<file path="src/inc/wmc_pkg.sv">
package wmc_pkg;
  // clock and timing
  localparam int CLK_NS = 4;
  localparam int TE_NS = 400;
  localparam int TE_CYC = (TE_NS + CLK_NS - 1) / CLK_NS;
  localparam int DEBOUNCE_NS = 20000;
  localparam int DEBOUNCE_CYC = (DEBOUNCE_NS + CLK_NS - 1) / CLK_NS;
  localparam int TMR_W = 16;
  // shift register and frames
  localparam int SHIFT_W = 32;
  localparam int WORD_W = 16;
  localparam int BIT_CNT_W = 6;
  localparam logic [BIT_CNT_W-1:0] HDR_BITS = 6'h04;
  localparam logic [BIT_CNT_W-1:0] PROG_BITS = 6'h14;
  localparam logic [BIT_CNT_W-1:0] TX_BITS = 6'h20;
  // storage word map
  localparam int EE_AW = 3;
  localparam logic [EE_AW-1:0] EE_CFG = 3'h0;
  localparam logic [EE_AW-1:0] EE_CNT = 3'h1;
  localparam logic [EE_AW-1:0] EE_SEM = 3'h2;
  localparam logic [EE_AW-1:0] EE_USER0 = 3'h4;
  localparam logic [WORD_W-1:0] SEM_IDLE = 16'h0000;
  localparam logic [WORD_W-1:0] SEM_BUSY = 16'hA5A5;
  localparam logic [WORD_W-1:0] CFG_DEFAULT = 16'h0000;
  // configuration word fields
  localparam int CFG_OSC_LO = 0;
  localparam int CFG_PIN_SEL = 4;
  localparam int CFG_VLOW_SEL = 5;
  localparam int CFG_MOD_FMT = 6;
  localparam int CFG_RF_EN = 7;
  localparam logic [3:0] OSC_NOMINAL = 4'h0;
  localparam logic [4:0] OSC_SPAN = 5'h10;
  // bus register byte addresses
  localparam logic [7:0] REG_CTRL = 8'h00;
  localparam logic [7:0] REG_STATUS = 8'h04;
  localparam logic [7:0] REG_CONFIG = 8'h08;
  localparam logic [7:0] REG_COUNTER = 8'h0C;
  localparam logic [7:0] REG_USER0 = 8'h10;
  localparam logic [7:0] REG_USER3 = 8'h1C;
  localparam logic [7:0] REG_SHIFT = 8'h20;
  localparam int CTRL_STANDBY = 0;
  localparam int CTRL_RELOAD = 1;
  localparam logic [1:0] RESP_OKAY = 2'h0;
  localparam logic [1:0] RESP_SLVERR = 2'h2;
  // synchronised pin indices
  localparam int N_PIN = 7;
  localparam int P_BTN_A = 0;
  localparam int P_BTN_B = 1;
  localparam int P_MFP = 2;
  localparam int P_ANT = 3;
  localparam int P_DATA = 4;
  localparam int P_PROG = 5;
  localparam int P_VOK = 6;
  typedef enum logic [3:0] {
    ST_STANDBY = 4'h0,
    ST_WAKE = 4'h1,
    ST_CFG_LOAD = 4'h2,
    ST_SAMPLE = 4'h3,
    ST_SEM_SET = 4'h4,
    ST_CNT_WR = 4'h5,
    ST_SEM_CLR = 4'h6,
    ST_ENC_TX = 4'h7,
    ST_XPD = 4'h8,
    ST_PROG = 4'h9
  } wmc_state_e;
endpackage : wmc_pkg

</file>
<file path="src/design/wmc_wake_mode_config.sv">
// How it works
// - after reset sit in low-power standby
// - button high or antenna signal wakes logic
// - after wake, sample inputs for wake source
// - button wake selects encoder mode
// - antenna wake selects transponder mode
// - buttons win; antenna waits for release
// - one FSM, two timers, one 32-bit shifter
// - four 16-bit user words, link and programmer
// - counter kept gray, one-bit writes, sent binary
// - semaphore guards counter; write needs voltage OK
// - programmer clocks data on multi-function pin
// - first activation loads configuration word
// - configuration steers tune, pin, trip, format
// - tune 0 nominal, 1-7 slower, 8-F faster
// - multi-function pin role follows configuration
// - data pin sends stream or programming data
// - antenna pin receives and drives responses
// - select 0 antenna, 1 button or RF enable
// - before load, pin acts as antenna input
module wmc_wake_mode_config #(
  parameter int DEBOUNCE_CYCLES = wmc_pkg::DEBOUNCE_CYC
) (
  input wire logic mclk_i,
  input wire logic rst_i,
  input wire logic button_in_a_i,
  input wire logic button_in_b_i,
  input wire logic multi_function_pin_i,
  input wire logic antenna_sense_pin_i,
  input wire logic data_pin_i,
  input wire logic prog_enable_i,
  input wire logic write_voltage_ok_i,
  output logic main_power_o,
  output logic encoder_mode_o,
  output logic transponder_mode_o,
  output logic data_pin_o,
  output logic data_pin_oe_o,
  output logic multi_function_pin_o,
  output logic multi_function_pin_oe_o,
  output logic antenna_sense_en_o,
  output logic antenna_drive_pin_o,
  output logic osc_slow_o,
  output logic osc_fast_o,
  output logic [3:0] osc_step_o,
  output logic vlow_select_o,
  output logic mod_format_o,
  input wire logic [31:0] s_axi_awaddr,
  input wire logic s_axi_awvalid,
  output logic s_axi_awready,
  input wire logic [31:0] s_axi_wdata,
  input wire logic [3:0] s_axi_wstrb,
  input wire logic s_axi_wvalid,
  output logic s_axi_wready,
  output logic [1:0] s_axi_bresp,
  output logic s_axi_bvalid,
  input wire logic s_axi_bready,
  input wire logic [31:0] s_axi_araddr,
  input wire logic s_axi_arvalid,
  output logic s_axi_arready,
  output logic [31:0] s_axi_rdata,
  output logic [1:0] s_axi_rresp,
  output logic s_axi_rvalid,
  input wire logic s_axi_rready
);

  // pin synchronisers: three stages, a change counts when stages two and three agree
  logic [wmc_pkg::N_PIN-1:0] pin_raw; // raw pins
  logic [wmc_pkg::N_PIN-1:0] sync1; // first stage, read by sync2 only
  logic [wmc_pkg::N_PIN-1:0] sync2;
  logic [wmc_pkg::N_PIN-1:0] sync3;
  logic [wmc_pkg::N_PIN-1:0] pin_f; // filtered levels
  assign pin_raw = {write_voltage_ok_i, prog_enable_i, data_pin_i, antenna_sense_pin_i,
                    multi_function_pin_i, button_in_b_i, button_in_a_i};

  genvar gi;
  generate
    for (gi = 0; gi < wmc_pkg::N_PIN; gi++) begin : g_sync
      // pull-down pins read low from reset
      always_ff @(posedge mclk_i) begin
        if (rst_i) begin
          sync1[gi] <= 1'b0;
          sync2[gi] <= 1'b0;
          sync3[gi] <= 1'b0;
          pin_f[gi] <= 1'b0;
        end else begin
          sync1[gi] <= pin_raw[gi];
          sync2[gi] <= sync1[gi];
          sync3[gi] <= sync2[gi];
          if (sync2[gi] == sync3[gi]) begin
            pin_f[gi] <= sync3[gi];
          end
        end
      end
    end
  endgenerate

  // storage array: configuration, counter, semaphore, user words
  logic [wmc_pkg::WORD_W-1:0] ee_mem [0:(1 << wmc_pkg::EE_AW)-1];
  logic [wmc_pkg::WORD_W-1:0] cfg; // configuration register
  logic cfg_valid; // cleared at supply-on, set after load
  wmc_pkg::wmc_state_e state;
  wmc_pkg::wmc_state_e next_state;
  logic [wmc_pkg::TMR_W-1:0] timer; // debounce timer
  logic [wmc_pkg::SHIFT_W-1:0] shifter; // shared 32-bit shift register
  logic [wmc_pkg::BIT_CNT_W-1:0] bit_cnt;
  logic [wmc_pkg::TMR_W-1:0] te_div; // basic_timing_element divider
  logic te_tick;
  logic mfp_prev; // filtered programming clock, last cycle
  logic [3:0] wake_status; // {antenna, c, b, a} seen at sampling

  // decoding of pins and configuration
  wire pin_sel_eff = cfg_valid & cfg[wmc_pkg::CFG_PIN_SEL];
  wire btn_c = pin_sel_eff & pin_f[wmc_pkg::P_MFP];
  wire any_btn = pin_f[wmc_pkg::P_BTN_A] | pin_f[wmc_pkg::P_BTN_B] | btn_c;
  wire ant_on = ~pin_sel_eff & pin_f[wmc_pkg::P_ANT];
  wire prog_on = pin_f[wmc_pkg::P_PROG];
  wire vok = pin_f[wmc_pkg::P_VOK];
  wire prog_rise = pin_f[wmc_pkg::P_MFP] & ~mfp_prev;
  wire [wmc_pkg::WORD_W-1:0] cnt_gray = ee_mem[wmc_pkg::EE_CNT];
  wire [3:0] osc_val = cfg[wmc_pkg::CFG_OSC_LO +: 4];

  // gray to binary and the next gray value
  function automatic logic [wmc_pkg::WORD_W-1:0] gray2bin(input logic [wmc_pkg::WORD_W-1:0] g);
    logic [wmc_pkg::WORD_W-1:0] b;
    b[wmc_pkg::WORD_W-1] = g[wmc_pkg::WORD_W-1];
    for (int k = wmc_pkg::WORD_W - 2; k >= 0; k--) begin
      b[k] = b[k+1] ^ g[k];
    end
    return b;
  endfunction : gray2bin
  wire [wmc_pkg::WORD_W-1:0] cnt_bin = gray2bin(cnt_gray);
  wire [wmc_pkg::WORD_W-1:0] cnt_bin_inc = cnt_bin + 16'h0001;
  wire [wmc_pkg::WORD_W-1:0] cnt_gray_nx = cnt_bin_inc ^ (cnt_bin_inc >> 1);
  // only one bit changes per step, so only that bit is rewritten
  wire [wmc_pkg::WORD_W-1:0] cnt_flip = cnt_gray ^ cnt_gray_nx;

  // programming header bits
  wire prog_is_wr = shifter[wmc_pkg::WORD_W + 2];
  wire [wmc_pkg::EE_AW-1:0] prog_addr = shifter[wmc_pkg::WORD_W - 1 +: wmc_pkg::EE_AW];
  logic prog_rd; // device drives data pin

  // bus handshake state
  logic [7:0] aw_addr;
  logic aw_full;
  logic [31:0] w_data;
  logic w_full;
  wire bus_wr = aw_full & w_full & ~s_axi_bvalid;
  wire wr_user = (aw_addr >= wmc_pkg::REG_USER0) && (aw_addr <= wmc_pkg::REG_USER3);
  wire wr_ctrl = (aw_addr == wmc_pkg::REG_CTRL);
  wire wr_cfg = (aw_addr == wmc_pkg::REG_CONFIG);
  wire wr_ok = wr_user | wr_ctrl | wr_cfg;
  wire [wmc_pkg::EE_AW-1:0] user_idx = wmc_pkg::EE_USER0 + wmc_pkg::EE_AW'(aw_addr[3:2]);
  wire sw_standby = bus_wr & wr_ctrl & w_data[wmc_pkg::CTRL_STANDBY];
  wire sw_reload = bus_wr & wr_ctrl & w_data[wmc_pkg::CTRL_RELOAD];

  // one storage write port; machine and programmer beat the bus
  logic ee_we;
  logic [wmc_pkg::EE_AW-1:0] ee_addr;
  logic [wmc_pkg::WORD_W-1:0] ee_wdata;
  wire fsm_wr = vok & ((state == wmc_pkg::ST_SEM_SET) | (state == wmc_pkg::ST_CNT_WR) |
                       (state == wmc_pkg::ST_SEM_CLR));
  wire prog_wr = (state == wmc_pkg::ST_PROG) & prog_rise & prog_is_wr &
                 (bit_cnt == wmc_pkg::PROG_BITS - 6'h01);
  assign ee_we = fsm_wr | prog_wr | (bus_wr & (wr_user | wr_cfg));
  assign ee_addr = (state == wmc_pkg::ST_CNT_WR) ? wmc_pkg::EE_CNT :
                   fsm_wr ? wmc_pkg::EE_SEM :
                   prog_wr ? prog_addr :
                   wr_cfg ? wmc_pkg::EE_CFG : user_idx;
  assign ee_wdata = (state == wmc_pkg::ST_SEM_SET) ? wmc_pkg::SEM_BUSY :
                    (state == wmc_pkg::ST_SEM_CLR) ? wmc_pkg::SEM_IDLE :
                    (state == wmc_pkg::ST_CNT_WR) ? (cnt_gray ^ cnt_flip) :
                    prog_wr ? {shifter[wmc_pkg::WORD_W-2:0], pin_f[wmc_pkg::P_DATA]} :
                    w_data[wmc_pkg::WORD_W-1:0];

  // storage: contents survive reset, as nonvolatile cells would
  always_ff @(posedge mclk_i) begin
    if (ee_we) begin
      ee_mem[ee_addr] <= ee_wdata;
    end
  end

  // next-state logic; one machine runs every mode
  always_comb begin
    next_state = state;
    case (state)
      wmc_pkg::ST_STANDBY: begin
        if (prog_on) begin
          next_state = wmc_pkg::ST_PROG;
        end else if (any_btn | ant_on) begin
          next_state = wmc_pkg::ST_WAKE;
        end
      end
      wmc_pkg::ST_WAKE: begin
        if (timer == '0) begin
          next_state = cfg_valid ? wmc_pkg::ST_SAMPLE : wmc_pkg::ST_CFG_LOAD;
        end
      end
      wmc_pkg::ST_CFG_LOAD: next_state = wmc_pkg::ST_SAMPLE;
      wmc_pkg::ST_SAMPLE: begin
        if (any_btn) begin
          next_state = wmc_pkg::ST_SEM_SET;
        end else if (ant_on) begin
          next_state = wmc_pkg::ST_XPD;
        end else begin
          next_state = wmc_pkg::ST_STANDBY;
        end
      end
      wmc_pkg::ST_SEM_SET: if (vok) next_state = wmc_pkg::ST_CNT_WR;
      wmc_pkg::ST_CNT_WR: if (vok) next_state = wmc_pkg::ST_SEM_CLR;
      wmc_pkg::ST_SEM_CLR: if (vok) next_state = wmc_pkg::ST_ENC_TX;
      wmc_pkg::ST_ENC_TX: begin
        // a frame completes unless a standby command ends it; repeat while any button stays pressed
        if (te_tick && bit_cnt == wmc_pkg::TX_BITS - 6'h01 && !any_btn) begin
          next_state = wmc_pkg::ST_STANDBY;
        end
      end
      wmc_pkg::ST_XPD: begin
        if (any_btn) begin
          next_state = wmc_pkg::ST_WAKE;
        end else if (!ant_on) begin
          next_state = wmc_pkg::ST_STANDBY;
        end
      end
      wmc_pkg::ST_PROG: if (!prog_on) next_state = wmc_pkg::ST_STANDBY;
      default: next_state = wmc_pkg::ST_STANDBY;
    endcase
    if (sw_standby && state != wmc_pkg::ST_PROG) begin
      next_state = wmc_pkg::ST_STANDBY;
    end
  end

  // state register and configuration; reset stands for supply connection
  always_ff @(posedge mclk_i) begin
    if (rst_i) begin
      state <= wmc_pkg::ST_STANDBY;
      cfg <= wmc_pkg::CFG_DEFAULT;
      cfg_valid <= 1'b0;
    end else begin
      state <= next_state;
      if (state == wmc_pkg::ST_CFG_LOAD || sw_reload) begin
        cfg <= ee_mem[wmc_pkg::EE_CFG];
        cfg_valid <= 1'b1;
      end
    end
  end

  // timers: debounce count on entry to wake, separate basic timing element divider in every state
  assign te_tick = (te_div == '0);
  always_ff @(posedge mclk_i) begin
    if (rst_i) begin
      timer <= '0;
      te_div <= '0;
    end else begin
      timer <= (state != wmc_pkg::ST_WAKE) ? wmc_pkg::TMR_W'(DEBOUNCE_CYCLES - 1) :
               (timer - 16'h0001);
      // restart before a frame so its first bit lasts a full element
      te_div <= (te_tick || state == wmc_pkg::ST_SEM_CLR) ?
                wmc_pkg::TMR_W'(wmc_pkg::TE_CYC - 1) : (te_div - 16'h0001);
    end
  end

  // shift register and bit counter, shared by encoder, transponder and programmer
  always_ff @(posedge mclk_i) begin
    if (rst_i) begin
      shifter <= '0;
      bit_cnt <= '0;
      mfp_prev <= 1'b0;
      wake_status <= 4'h0;
      prog_rd <= 1'b0;
    end else begin
      mfp_prev <= pin_f[wmc_pkg::P_MFP];
      if (state == wmc_pkg::ST_SAMPLE) begin
        wake_status <= {ant_on, btn_c, pin_f[wmc_pkg::P_BTN_B], pin_f[wmc_pkg::P_BTN_A]};
        bit_cnt <= '0;
        prog_rd <= 1'b0;
        shifter <= {ee_mem[wmc_pkg::EE_USER0], ee_mem[wmc_pkg::EE_USER0 + 3'h1]};
      end else if (state == wmc_pkg::ST_SEM_CLR) begin
        shifter <= {cnt_bin, 12'h000, wake_status};
        bit_cnt <= '0;
      end else if ((state == wmc_pkg::ST_ENC_TX || state == wmc_pkg::ST_XPD) && te_tick) begin
        if (state == wmc_pkg::ST_ENC_TX && bit_cnt == wmc_pkg::TX_BITS - 6'h01) begin
          shifter <= {cnt_bin, 12'h000, wake_status}; // reload for repeat frame
          bit_cnt <= '0;
        end else begin
          shifter <= {shifter[wmc_pkg::SHIFT_W-2:0], shifter[wmc_pkg::SHIFT_W-1]};
          bit_cnt <= bit_cnt + 6'h01;
        end
      end else if (state == wmc_pkg::ST_PROG && prog_rise) begin
        if (prog_rd) begin
          shifter <= {shifter[wmc_pkg::SHIFT_W-2:0], 1'b0};
        end else if (bit_cnt == wmc_pkg::HDR_BITS - 6'h01 && !shifter[2]) begin
          // read header complete: load addressed word for shifting out
          shifter <= {ee_mem[{shifter[1:0], pin_f[wmc_pkg::P_DATA]}], 16'h0000};
          prog_rd <= 1'b1;
        end else begin
          shifter <= {shifter[wmc_pkg::SHIFT_W-2:0], pin_f[wmc_pkg::P_DATA]};
        end
        if (bit_cnt == wmc_pkg::PROG_BITS - 6'h01) begin
          bit_cnt <= '0;
          prog_rd <= 1'b0;
        end else begin
          bit_cnt <= bit_cnt + 6'h01;
        end
      end else if (state != wmc_pkg::ST_PROG && state != wmc_pkg::ST_ENC_TX &&
                   state != wmc_pkg::ST_XPD) begin
        bit_cnt <= '0;
        prog_rd <= 1'b0;
      end
    end
  end

  // pin and mode outputs, all registered
  always_ff @(posedge mclk_i) begin
    if (rst_i) begin
      main_power_o <= 1'b0;
      encoder_mode_o <= 1'b0;
      transponder_mode_o <= 1'b0;
      data_pin_o <= 1'b0;
      data_pin_oe_o <= 1'b0;
      multi_function_pin_o <= 1'b0;
      multi_function_pin_oe_o <= 1'b0;
      antenna_sense_en_o <= 1'b1;
      antenna_drive_pin_o <= 1'b0;
      osc_slow_o <= 1'b0;
      osc_fast_o <= 1'b0;
      osc_step_o <= 4'h0;
      vlow_select_o <= 1'b0;
      mod_format_o <= 1'b0;
    end else begin
      main_power_o <= (state != wmc_pkg::ST_STANDBY);
      encoder_mode_o <= (state == wmc_pkg::ST_ENC_TX);
      transponder_mode_o <= (state == wmc_pkg::ST_XPD);
      // data pin: stream in encoder mode, read data in programming
      data_pin_oe_o <= (state == wmc_pkg::ST_ENC_TX) | (state == wmc_pkg::ST_PROG & prog_rd);
      data_pin_o <= ((state == wmc_pkg::ST_ENC_TX) | prog_rd) & shifter[wmc_pkg::SHIFT_W-1];
      // multi-function pin drives only as RF enable; programming clock is an input
      multi_function_pin_oe_o <= pin_sel_eff & cfg[wmc_pkg::CFG_RF_EN] &
                                 (state != wmc_pkg::ST_PROG);
      multi_function_pin_o <= pin_sel_eff & cfg[wmc_pkg::CFG_RF_EN] &
                              (state == wmc_pkg::ST_ENC_TX);
      antenna_sense_en_o <= ~pin_sel_eff;
      antenna_drive_pin_o <= ~pin_sel_eff & (state == wmc_pkg::ST_XPD) &
                             shifter[wmc_pkg::SHIFT_W-1];
      // tune decode: low half slower except 0000, high half faster, 1000 fastest
      osc_slow_o <= ~osc_val[3] & (osc_val != wmc_pkg::OSC_NOMINAL);
      osc_fast_o <= osc_val[3];
      osc_step_o <= osc_val[3] ? 4'(wmc_pkg::OSC_SPAN - {1'b0, osc_val}) : osc_val;
      vlow_select_o <= cfg[wmc_pkg::CFG_VLOW_SEL];
      mod_format_o <= cfg[wmc_pkg::CFG_MOD_FMT];
    end
  end

  // read data decode
  logic [31:0] rd_data;
  logic rd_hit;
  wire [7:0] ar = s_axi_araddr[7:0];
  wire ar_user = (ar >= wmc_pkg::REG_USER0) && (ar <= wmc_pkg::REG_USER3);
  wire [wmc_pkg::EE_AW-1:0] ar_idx = wmc_pkg::EE_USER0 + wmc_pkg::EE_AW'(ar[3:2]);
  always_comb begin
    rd_hit = 1'b1;
    rd_data = 32'h0000_0000;
    if (s_axi_araddr[31:8] != 24'h000000 || ar[1:0] != 2'h0) begin
      rd_hit = 1'b0;
    end else if (ar == wmc_pkg::REG_CTRL) begin
      rd_data = 32'h0000_0000; // command bits are pulses
    end else if (ar == wmc_pkg::REG_STATUS) begin
      rd_data = {21'h000000, wake_status, cfg_valid, 2'h0, state};
    end else if (ar == wmc_pkg::REG_CONFIG) begin
      rd_data = {16'h0000, cfg};
    end else if (ar == wmc_pkg::REG_COUNTER) begin
      rd_data = {16'h0000, cnt_bin};
    end else if (ar_user) begin
      rd_data = {16'h0000, ee_mem[ar_idx]};
    end else if (ar == wmc_pkg::REG_SHIFT) begin
      rd_data = shifter;
    end else begin
      rd_hit = 1'b0;
    end
  end

  // AXI4-Lite slave: one write and one read in flight, unmapped answers SLVERR
  always_ff @(posedge mclk_i) begin
    if (rst_i) begin
      aw_full <= 1'b0;
      w_full <= 1'b0;
      aw_addr <= 8'h00;
      w_data <= 32'h0000_0000;
      s_axi_awready <= 1'b0;
      s_axi_wready <= 1'b0;
      s_axi_bvalid <= 1'b0;
      s_axi_bresp <= wmc_pkg::RESP_OKAY;
      s_axi_arready <= 1'b0;
      s_axi_rvalid <= 1'b0;
      s_axi_rdata <= 32'h0000_0000;
      s_axi_rresp <= wmc_pkg::RESP_OKAY;
    end else begin
      s_axi_awready <= ~aw_full & ~s_axi_awready & s_axi_awvalid;
      s_axi_wready <= ~w_full & ~s_axi_wready & s_axi_wvalid;
      if (s_axi_awvalid & s_axi_awready) begin
        aw_full <= 1'b1;
        // high address bits must be zero, else the write misses
        aw_addr <= (s_axi_awaddr[31:8] == 24'h000000) ? s_axi_awaddr[7:0] : 8'hFF;
      end
      if (s_axi_wvalid & s_axi_wready) begin
        w_full <= 1'b1;
        w_data <= s_axi_wdata; // whole-word registers; strobes not used
      end
      if (bus_wr) begin
        aw_full <= 1'b0;
        w_full <= 1'b0;
        s_axi_bvalid <= 1'b1;
        s_axi_bresp <= wr_ok ? wmc_pkg::RESP_OKAY : wmc_pkg::RESP_SLVERR;
      end else if (s_axi_bready) begin
        s_axi_bvalid <= 1'b0;
      end
      s_axi_arready <= ~s_axi_rvalid & ~s_axi_arready & s_axi_arvalid;
      if (s_axi_arvalid & s_axi_arready) begin
        s_axi_rvalid <= 1'b1;
        s_axi_rdata <= rd_data;
        s_axi_rresp <= rd_hit ? wmc_pkg::RESP_OKAY : wmc_pkg::RESP_SLVERR;
      end else if (s_axi_rready) begin
        s_axi_rvalid <= 1'b0;
      end
    end
  end

endmodule : wmc_wake_mode_config

</file>
<file path="config.mk">
export PLATFORM = sky130hd
export DESIGN_NAME = wmc_wake_mode_config
export DESIGN_NICKNAME = d
export VERILOG_FILES = /design/src/inc/wmc_pkg.sv /design/src/design/wmc_wake_mode_config.sv
export SDC_FILE = /design/constraint.sdc
export NUM_CORES = 1
export LEC_CHECK = 0
export ABC_AREA = 1
export BUFFER_PORTS_ARGS = -buffer_cell sky130_fd_sc_hd__buf_2
export CORE_MARGIN = 4
export CORE_UTILIZATION = 56
export CTS_CLUSTER_DIAMETER = 200
export CTS_CLUSTER_SIZE = 25
export DETAILED_ROUTE_END_ITERATION = 8
export PLACE_DENSITY = 0.85
export SETUP_SLACK_MARGIN = 0.02
export SLEW_MARGIN = 20
export SYNTH_ARGS = -nofsm -noshare
export SYNTH_HDL_FRONTEND = slang
export SYNTH_SLANG_ARGS = --single-unit
</file>
<file path="constraint.sdc">
create_clock -name mclk_i -period 12.3 [get_ports mclk_i]
set_input_delay 2.46 -clock mclk_i [delete_from_list [all_inputs] [get_ports mclk_i]]
set_output_delay 2.46 -clock mclk_i [all_outputs]
set_load 0.05 [all_outputs]
</file>
==> Word level (Yosys, flattened, before mapping) <==
Memory sizes are Yosys's and may differ from the RTL's. A register that Yosys moved wholly into a read port is not among the register bits.
Index checks and enable logic that the tools add are counted.
{ "classes": {"addsub": 7, "order_cmp": 4, "eq_ne": 36, "n_mux": 65, "bitwise_logic": 73, "reduce_logical": 41} }
{ "op_table": {"columns": ["cell", "n"], "rows": [
  ["32-bit 2-to-1 mux", 14],
  ["16-bit 2-to-1 mux", 4],
  ["4-bit 2-to-1 mux", 12],
  ["4-bit one-hot mux with 10 select lines", 1],
  ["16-bit logical NOT", 2],
  ["16-bit by 1-bit subtractor with 16-bit output (second input constant)", 2],
  ["16-bit bitwise XOR", 2],
  ["1-bit bitwise AND", 31],
  ["6-bit 2-to-1 mux", 5],
  ["8-bit by 4-bit == test with 1-bit output (second input constant)", 3],
  ["24-bit logical NOT", 1],
  ["24-bit nonzero test", 1],
  ["1-bit 2-to-1 mux", 19],
  ["16-bit by 1-bit adder with 16-bit output (second input constant)", 1],
  ["4-bit by 3-bit == test with 1-bit output (second input constant)", 4],
  ["8-bit by 5-bit >= comparator with 1-bit output (second input constant)", 2],
  ["8-bit by 5-bit <= comparator with 1-bit output (second input constant)", 2],
  ["8-bit logical NOT", 2],
  ["16-bit by 15-bit bitwise XOR with 16-bit output", 1],
  ["3-bit 2-to-1 mux", 5],
  ["1-bit bitwise XOR", 15],
  ["13-bit 2-to-1 mux", 1],
  ["6-bit by 5-bit == test with 1-bit output (second input constant)", 2],
  ["2-bit inequality test (second input constant)", 6],
  ["other kinds (30)", 88]
]} }
{ "word_totals": {"ff_bits": 193, "ram_bits": 128, "in_bits": 114, "word_cells": 293, "memories": 1} }
{ "memory_table": {"columns": ["name", "depth", "width", "rd", "rd_clocked_by_memory_dff", "wr", "line", "source"], "rows": [
  ["ee_mem", 8, 16, 6, 1, 1, "wmc_wake_mode_config.sv:98", "logic [wmc_pkg::WORD_W-1:0] ee_mem [0:(1 << wmc_pkg::EE_AW)-1];"]
]} }

==> Logic depth before layout (Yosys ltp) <==
{ "logic_depth": {"depth_word": 22, "depth_mapped": 40, "mapped_depth_nobuf": 40} }

==> Worst setup path after synthesis <==
No wires, ideal clock.
{ "synth_timing": {"kind": "reg2reg", "from": "memory ee_mem[1][15] in the netlist's numbering", "to": "memory ee_mem[0][14] in the netlist's numbering (data pin)", "setup_ns": 0.206, "arrival_time_ns": 6.804, "t_required_ns": 12.094, "path_slack_ns": 5.290, "stages_incl_launch_ff": 38, "n_path_buf": 0, "synth_period_minus_slack_ns": 7.010, "path_cell_list": "edfxtp_1 -> xnor2_1 -> inv_1 -> ha_1 -> inv_1 -> ha_1 -> inv_1 -> ha_1 -> inv_1 -> ha_1 -> inv_1 -> ha_1 -> inv_1 -> ha_1 -> inv_1 -> ha_1 -> inv_1 -> ha_1 -> (+2 left out) -> inv_1 -> ha_1 -> inv_1 -> ha_1 -> inv_1 -> ha_1 -> inv_1 -> ha_1 -> inv_1 -> ha_1 -> nor2_1 -> nand3_1 -> nor2_1 -> nand4_1 -> nand2_1 -> xor2_1 -> nor2_1 -> nor2_1"} }
{ "synth_rtl": {"columns": ["element", "line"], "rows": [
  ["from (decl)", "wmc_wake_mode_config.sv:98"]
]} }

==> flow_summary.json <==
{
  "critical-path-slowest-cell": "sky130_fd_sc_hd__nor2_1",
  "design.core.area_um2": 28600,
  "synth_area_per_cell_um2": 7.54,
  "layout.nets": 2373,
  "skew_ns": 0.0352,
  "power.share.combinational_pct": 25.7,
  "worst_hold_path_type": "reg -> reg",
  "outcome": "finished, final reports clean",
  "die_w_um": 178,
  "criticalPathCategory": "reg -> reg",
  "yosys.area.top_type_share_pct": 25.6,
  "cts_repair_resize_count": 0,
  "end_kind": "register",
  "hold_slack_ns": 0.410,
  "cp_slowest_stage_delay_ns": 0.52,
  "power_per_cell_area_nw_per_um2": 149,
  "timing.final.crit_share_pct": 69.4,
  "synth-async-reset-ratio_pct": 0,
  "initial_drt_markers": 1863,
  "max_slew.worst_pin.slew_ns": 1.10,
  "post_detailed_placement_half_perimeter_wirelength_mm": 35.4,
  "part_of_the_yosys_area_used_for_sequential_elements_pct": 49.3,
  "routed_wl_mm": 51.5,
  "dpl.cell_count": 2606,
  "worst_r2r_startpoint": "ee_mem[1][15]",
  "worstPathMaxFanout": 8,
  "num_antenna_cells": 0,
  "worst_ep_required_time_ns": 12.53,
  "post_route_ant_nets": 0,
  "initial_antenna_violation_count": 1,
  "worstHoldPathCells": 2,
  "netlist_top_cells_count": "sky130_fd_sc_hd__nand2_1, sky130_fd_sc_hd__nor2_1, sky130_fd_sc_hd__nand3_1",
  "setup-violations-final": 0,
  "synth_cell_types": 43,
  "grt_remaining_overflow": 0,
  "vdd.ir_drop.worst_mv": 0.158,
  "crit_buf_inv": 14,
  "post_cts.repair.setup_buffers": 0,
  "initial_cell_density_of_the_core_pct": 56.6,
  "clock_tree.htree_level_count": 1,
  "critical_path_depth": 37,
  "clkTransAtPathRegs_ns": 0.09,
  "drtPass1Iterations": 6,
  "finalWeightedCongestion": 0.957,
  "floorplan.io_pins": 172,
  "grt_max_degree": 85,
  "primary_ff_master_synth": "sky130_fd_sc_hd__dfxtp_1",
  "via_count_of_the_routed_design": 15300,
  "wire_per_inst_um": 19.6,
  "fp.dieArea_um2": 31700,
  "placement.cell_area_um2": 17200,
  "cpLargestDelayFamily": "adder cells",
  "final_layout_size_suffix_gt1_share_pct": 11.0,
  "synthesis.instances": 2150,
  "period_minus_slack_ns": 8.54,
  "min_to": "sync2[3]",
  "share_seq_of_total_power_pct": 50.7,
  "post-route-worst-setup-slack_ns": 3.76,
  "synth.most_common_cell": "sky130_fd_sc_hd__nand2_1",
  "total_leakage_power_nw": 7.47,
  "drc": 0,
  "drv.max_cap_violation_count": 0,
  "cts-hold-fix-buffers": 0,
  "clockBufferDepth": 3,
  "worst_r2r_endpoint": "ee_mem[5][14]",
  "tritoncts": "built",
  "final-hold-violation-count": 0,
  "min-delay-start": "sync1[3]",
  "fin_cells": 2633,
  "setup_total_negative_slack_ns": 0,
  "via_count_of_the_first_global_routing_pass": 14400,
  "worst-r2r-setup-slack_ns": 3.76,
  "power.share.switching_pct": 34.8,
  "post-route-cell-area_um2": 17700,
  "layout-area-overhead-vs-synth_pct": 9.06,
  "pre_cts_slack_ns": 3.93,
  "cts_inserted_buffers": 17,
  "worst-endpoint-arrival_ns": 8.78,
  "type_of_element_launching_the_critical_path": "register",
  "design_power_total_mw": 2.63,
  "r2r_cells": 37,
  "clk_tree_root_cell": "sky130_fd_sc_hd__clkbuf_16",
  "post_synth_main_area_contributors": "sky130_fd_sc_hd__dfxtp_1, sky130_fd_sc_hd__edfxtp_1, sky130_fd_sc_hd__nand2_1",
  "die_h_um": 178,
  "netlist_area_um2": 16200,
  "placement.io_buffers": 149,
  "numClockSinks": 335,
  "slew_viol_final": 0,
  "placementRows": 62,
  "synth.largest_area_cell": "sky130_fd_sc_hd__dfxtp_1",
  "clock.fmax_ghz": 0.117,
  "grt_first_pass_wirelength_mm": 78.1,
  "utilization_pct": 61.8,
  "relSlewSlack_pct": 26.7,
  "clkPwrFrac_pct": 23.6,
  "internal_power_mw": 1.72,
  "net-switching-power_uw": 914,
  "synth_enable_flop_cells": 128,
  "synthesis.yosys.warnings": 0,
  "grt_util_all_layers_pct": 31.8,
  "grt_setup_unrepaired": "no",
  "clk-insertion-delay-late_ns": 0.54,
  "viasPerCell": 5.82,
  "ys_ff_latch": 335
}
## layer usage
metal	track usage, %	part of all wire, %
met1	40.2	37
met2	52.7	46
met3	5.96	11
met4	15.2	5.7
met5	0	0.014
## state kept, by name (all words and copies together), names as in the netlist, 8 cells and up
register and flops:
s_axi_rdata 32, cfg 16, shifter 32, w_data 16
timer 16, te_div 16, aw_addr 8, ee_mem 128
## placed cells by master (no fill, tap or decap), types with 3 or more instances in the layout
master,instances
sky130_fd_sc_hd__a211oi_1,7
sky130_fd_sc_hd__a21oi_1,141
sky130_fd_sc_hd__a31oi_1,19
sky130_fd_sc_hd__buf_2,149
sky130_fd_sc_hd__buf_4,18
sky130_fd_sc_hd__clkbuf_1,9
sky130_fd_sc_hd__clkbuf_16,17
sky130_fd_sc_hd__clkinv_1,3
sky130_fd_sc_hd__dfxtp_1,205
sky130_fd_sc_hd__edfxtp_1,128
sky130_fd_sc_hd__ha_1,18
sky130_fd_sc_hd__inv_1,196
sky130_fd_sc_hd__inv_2,18
sky130_fd_sc_hd__nand2_1,471
sky130_fd_sc_hd__nand2_2,4
sky130_fd_sc_hd__nand3_1,253
sky130_fd_sc_hd__nand4_1,29
sky130_fd_sc_hd__nor2_1,332
sky130_fd_sc_hd__nor2_2,15
sky130_fd_sc_hd__nor2_4,5
sky130_fd_sc_hd__nor3_1,16
sky130_fd_sc_hd__nor4_1,9
sky130_fd_sc_hd__o211ai_1,12
sky130_fd_sc_hd__o21ai_0,104
sky130_fd_sc_hd__o21ai_1,7
sky130_fd_sc_hd__o31ai_1,3
sky130_fd_sc_hd__or2_2,10
sky130_fd_sc_hd__xnor2_1,10
sky130_fd_sc_hd__xor2_1,18
## worst max-delay path by stage
stage,from,end,slack [ns]
3_3_place_gp,ee_mem[1][15],ee_mem[2][14],4.01
6_report,ee_mem[1][15],ee_mem[5][14],3.76
5_1_grt,ee_mem[1][15],ee_mem[1][14],3.17
3_5_place_dp,ee_mem[1][15],ee_mem[0][14],3.93
4_1_cts,ee_mem[1][15],ee_mem[5][14],3.86
2_1_floorplan,ee_mem[1][15],ee_mem[0][14],5.29
## logic make-up (layout without fill, tap and decap cells)
family / after synthesis / count (layout) / share of synthesized area [%]
AND/OR/NAND/NOR: 1156 / 1156 / 30.4
AO/OA/AOI/OAI: 299 / 299 / 9.83
flip-flops: 335 / 335 / 49.3
other: 1 / 2 / 0.0231
adder cells (fa/ha/maj): 18 / 18 / 1.39
XOR/XNOR: 28 / 28 / 1.51
buffers and inverters: 313 / 411 / 7.62
## tightest hold or removal path: cells and delay by family, from the launching register on
family,cells,cell delay [ns]
flops,1,0.31
simple gates,1,0.03
buf+inv,1,0.04
## layout make-up
cell class                      instances  area, um^2
Timing Repair Buffer                  167         881
Inverter                              217         815
Clock buffer                           26         459
Multi-Input combinational cell       1503        7040
Tap cell                              384         480
Fill cell                            2554       10900
Clock inverter                          1        16.3
Sequential cell                       335        7990
## power by group through the flow
stage | Clock (mW) | Sequential [mW] | Combinational (mW)
detailed placement | 0 | 1.36 | 0.655
CTS | 0.625 | 1.33 | 0.659
floorplan | 0 | 1.36 | 0.446
global placement | 0 | 1.35 | 0.637
global route | 0.665 | 1.34 | 0.746
finish | 0.621 | 1.33 | 0.675
No activity file was read; power rests on OpenSTA's default activity.
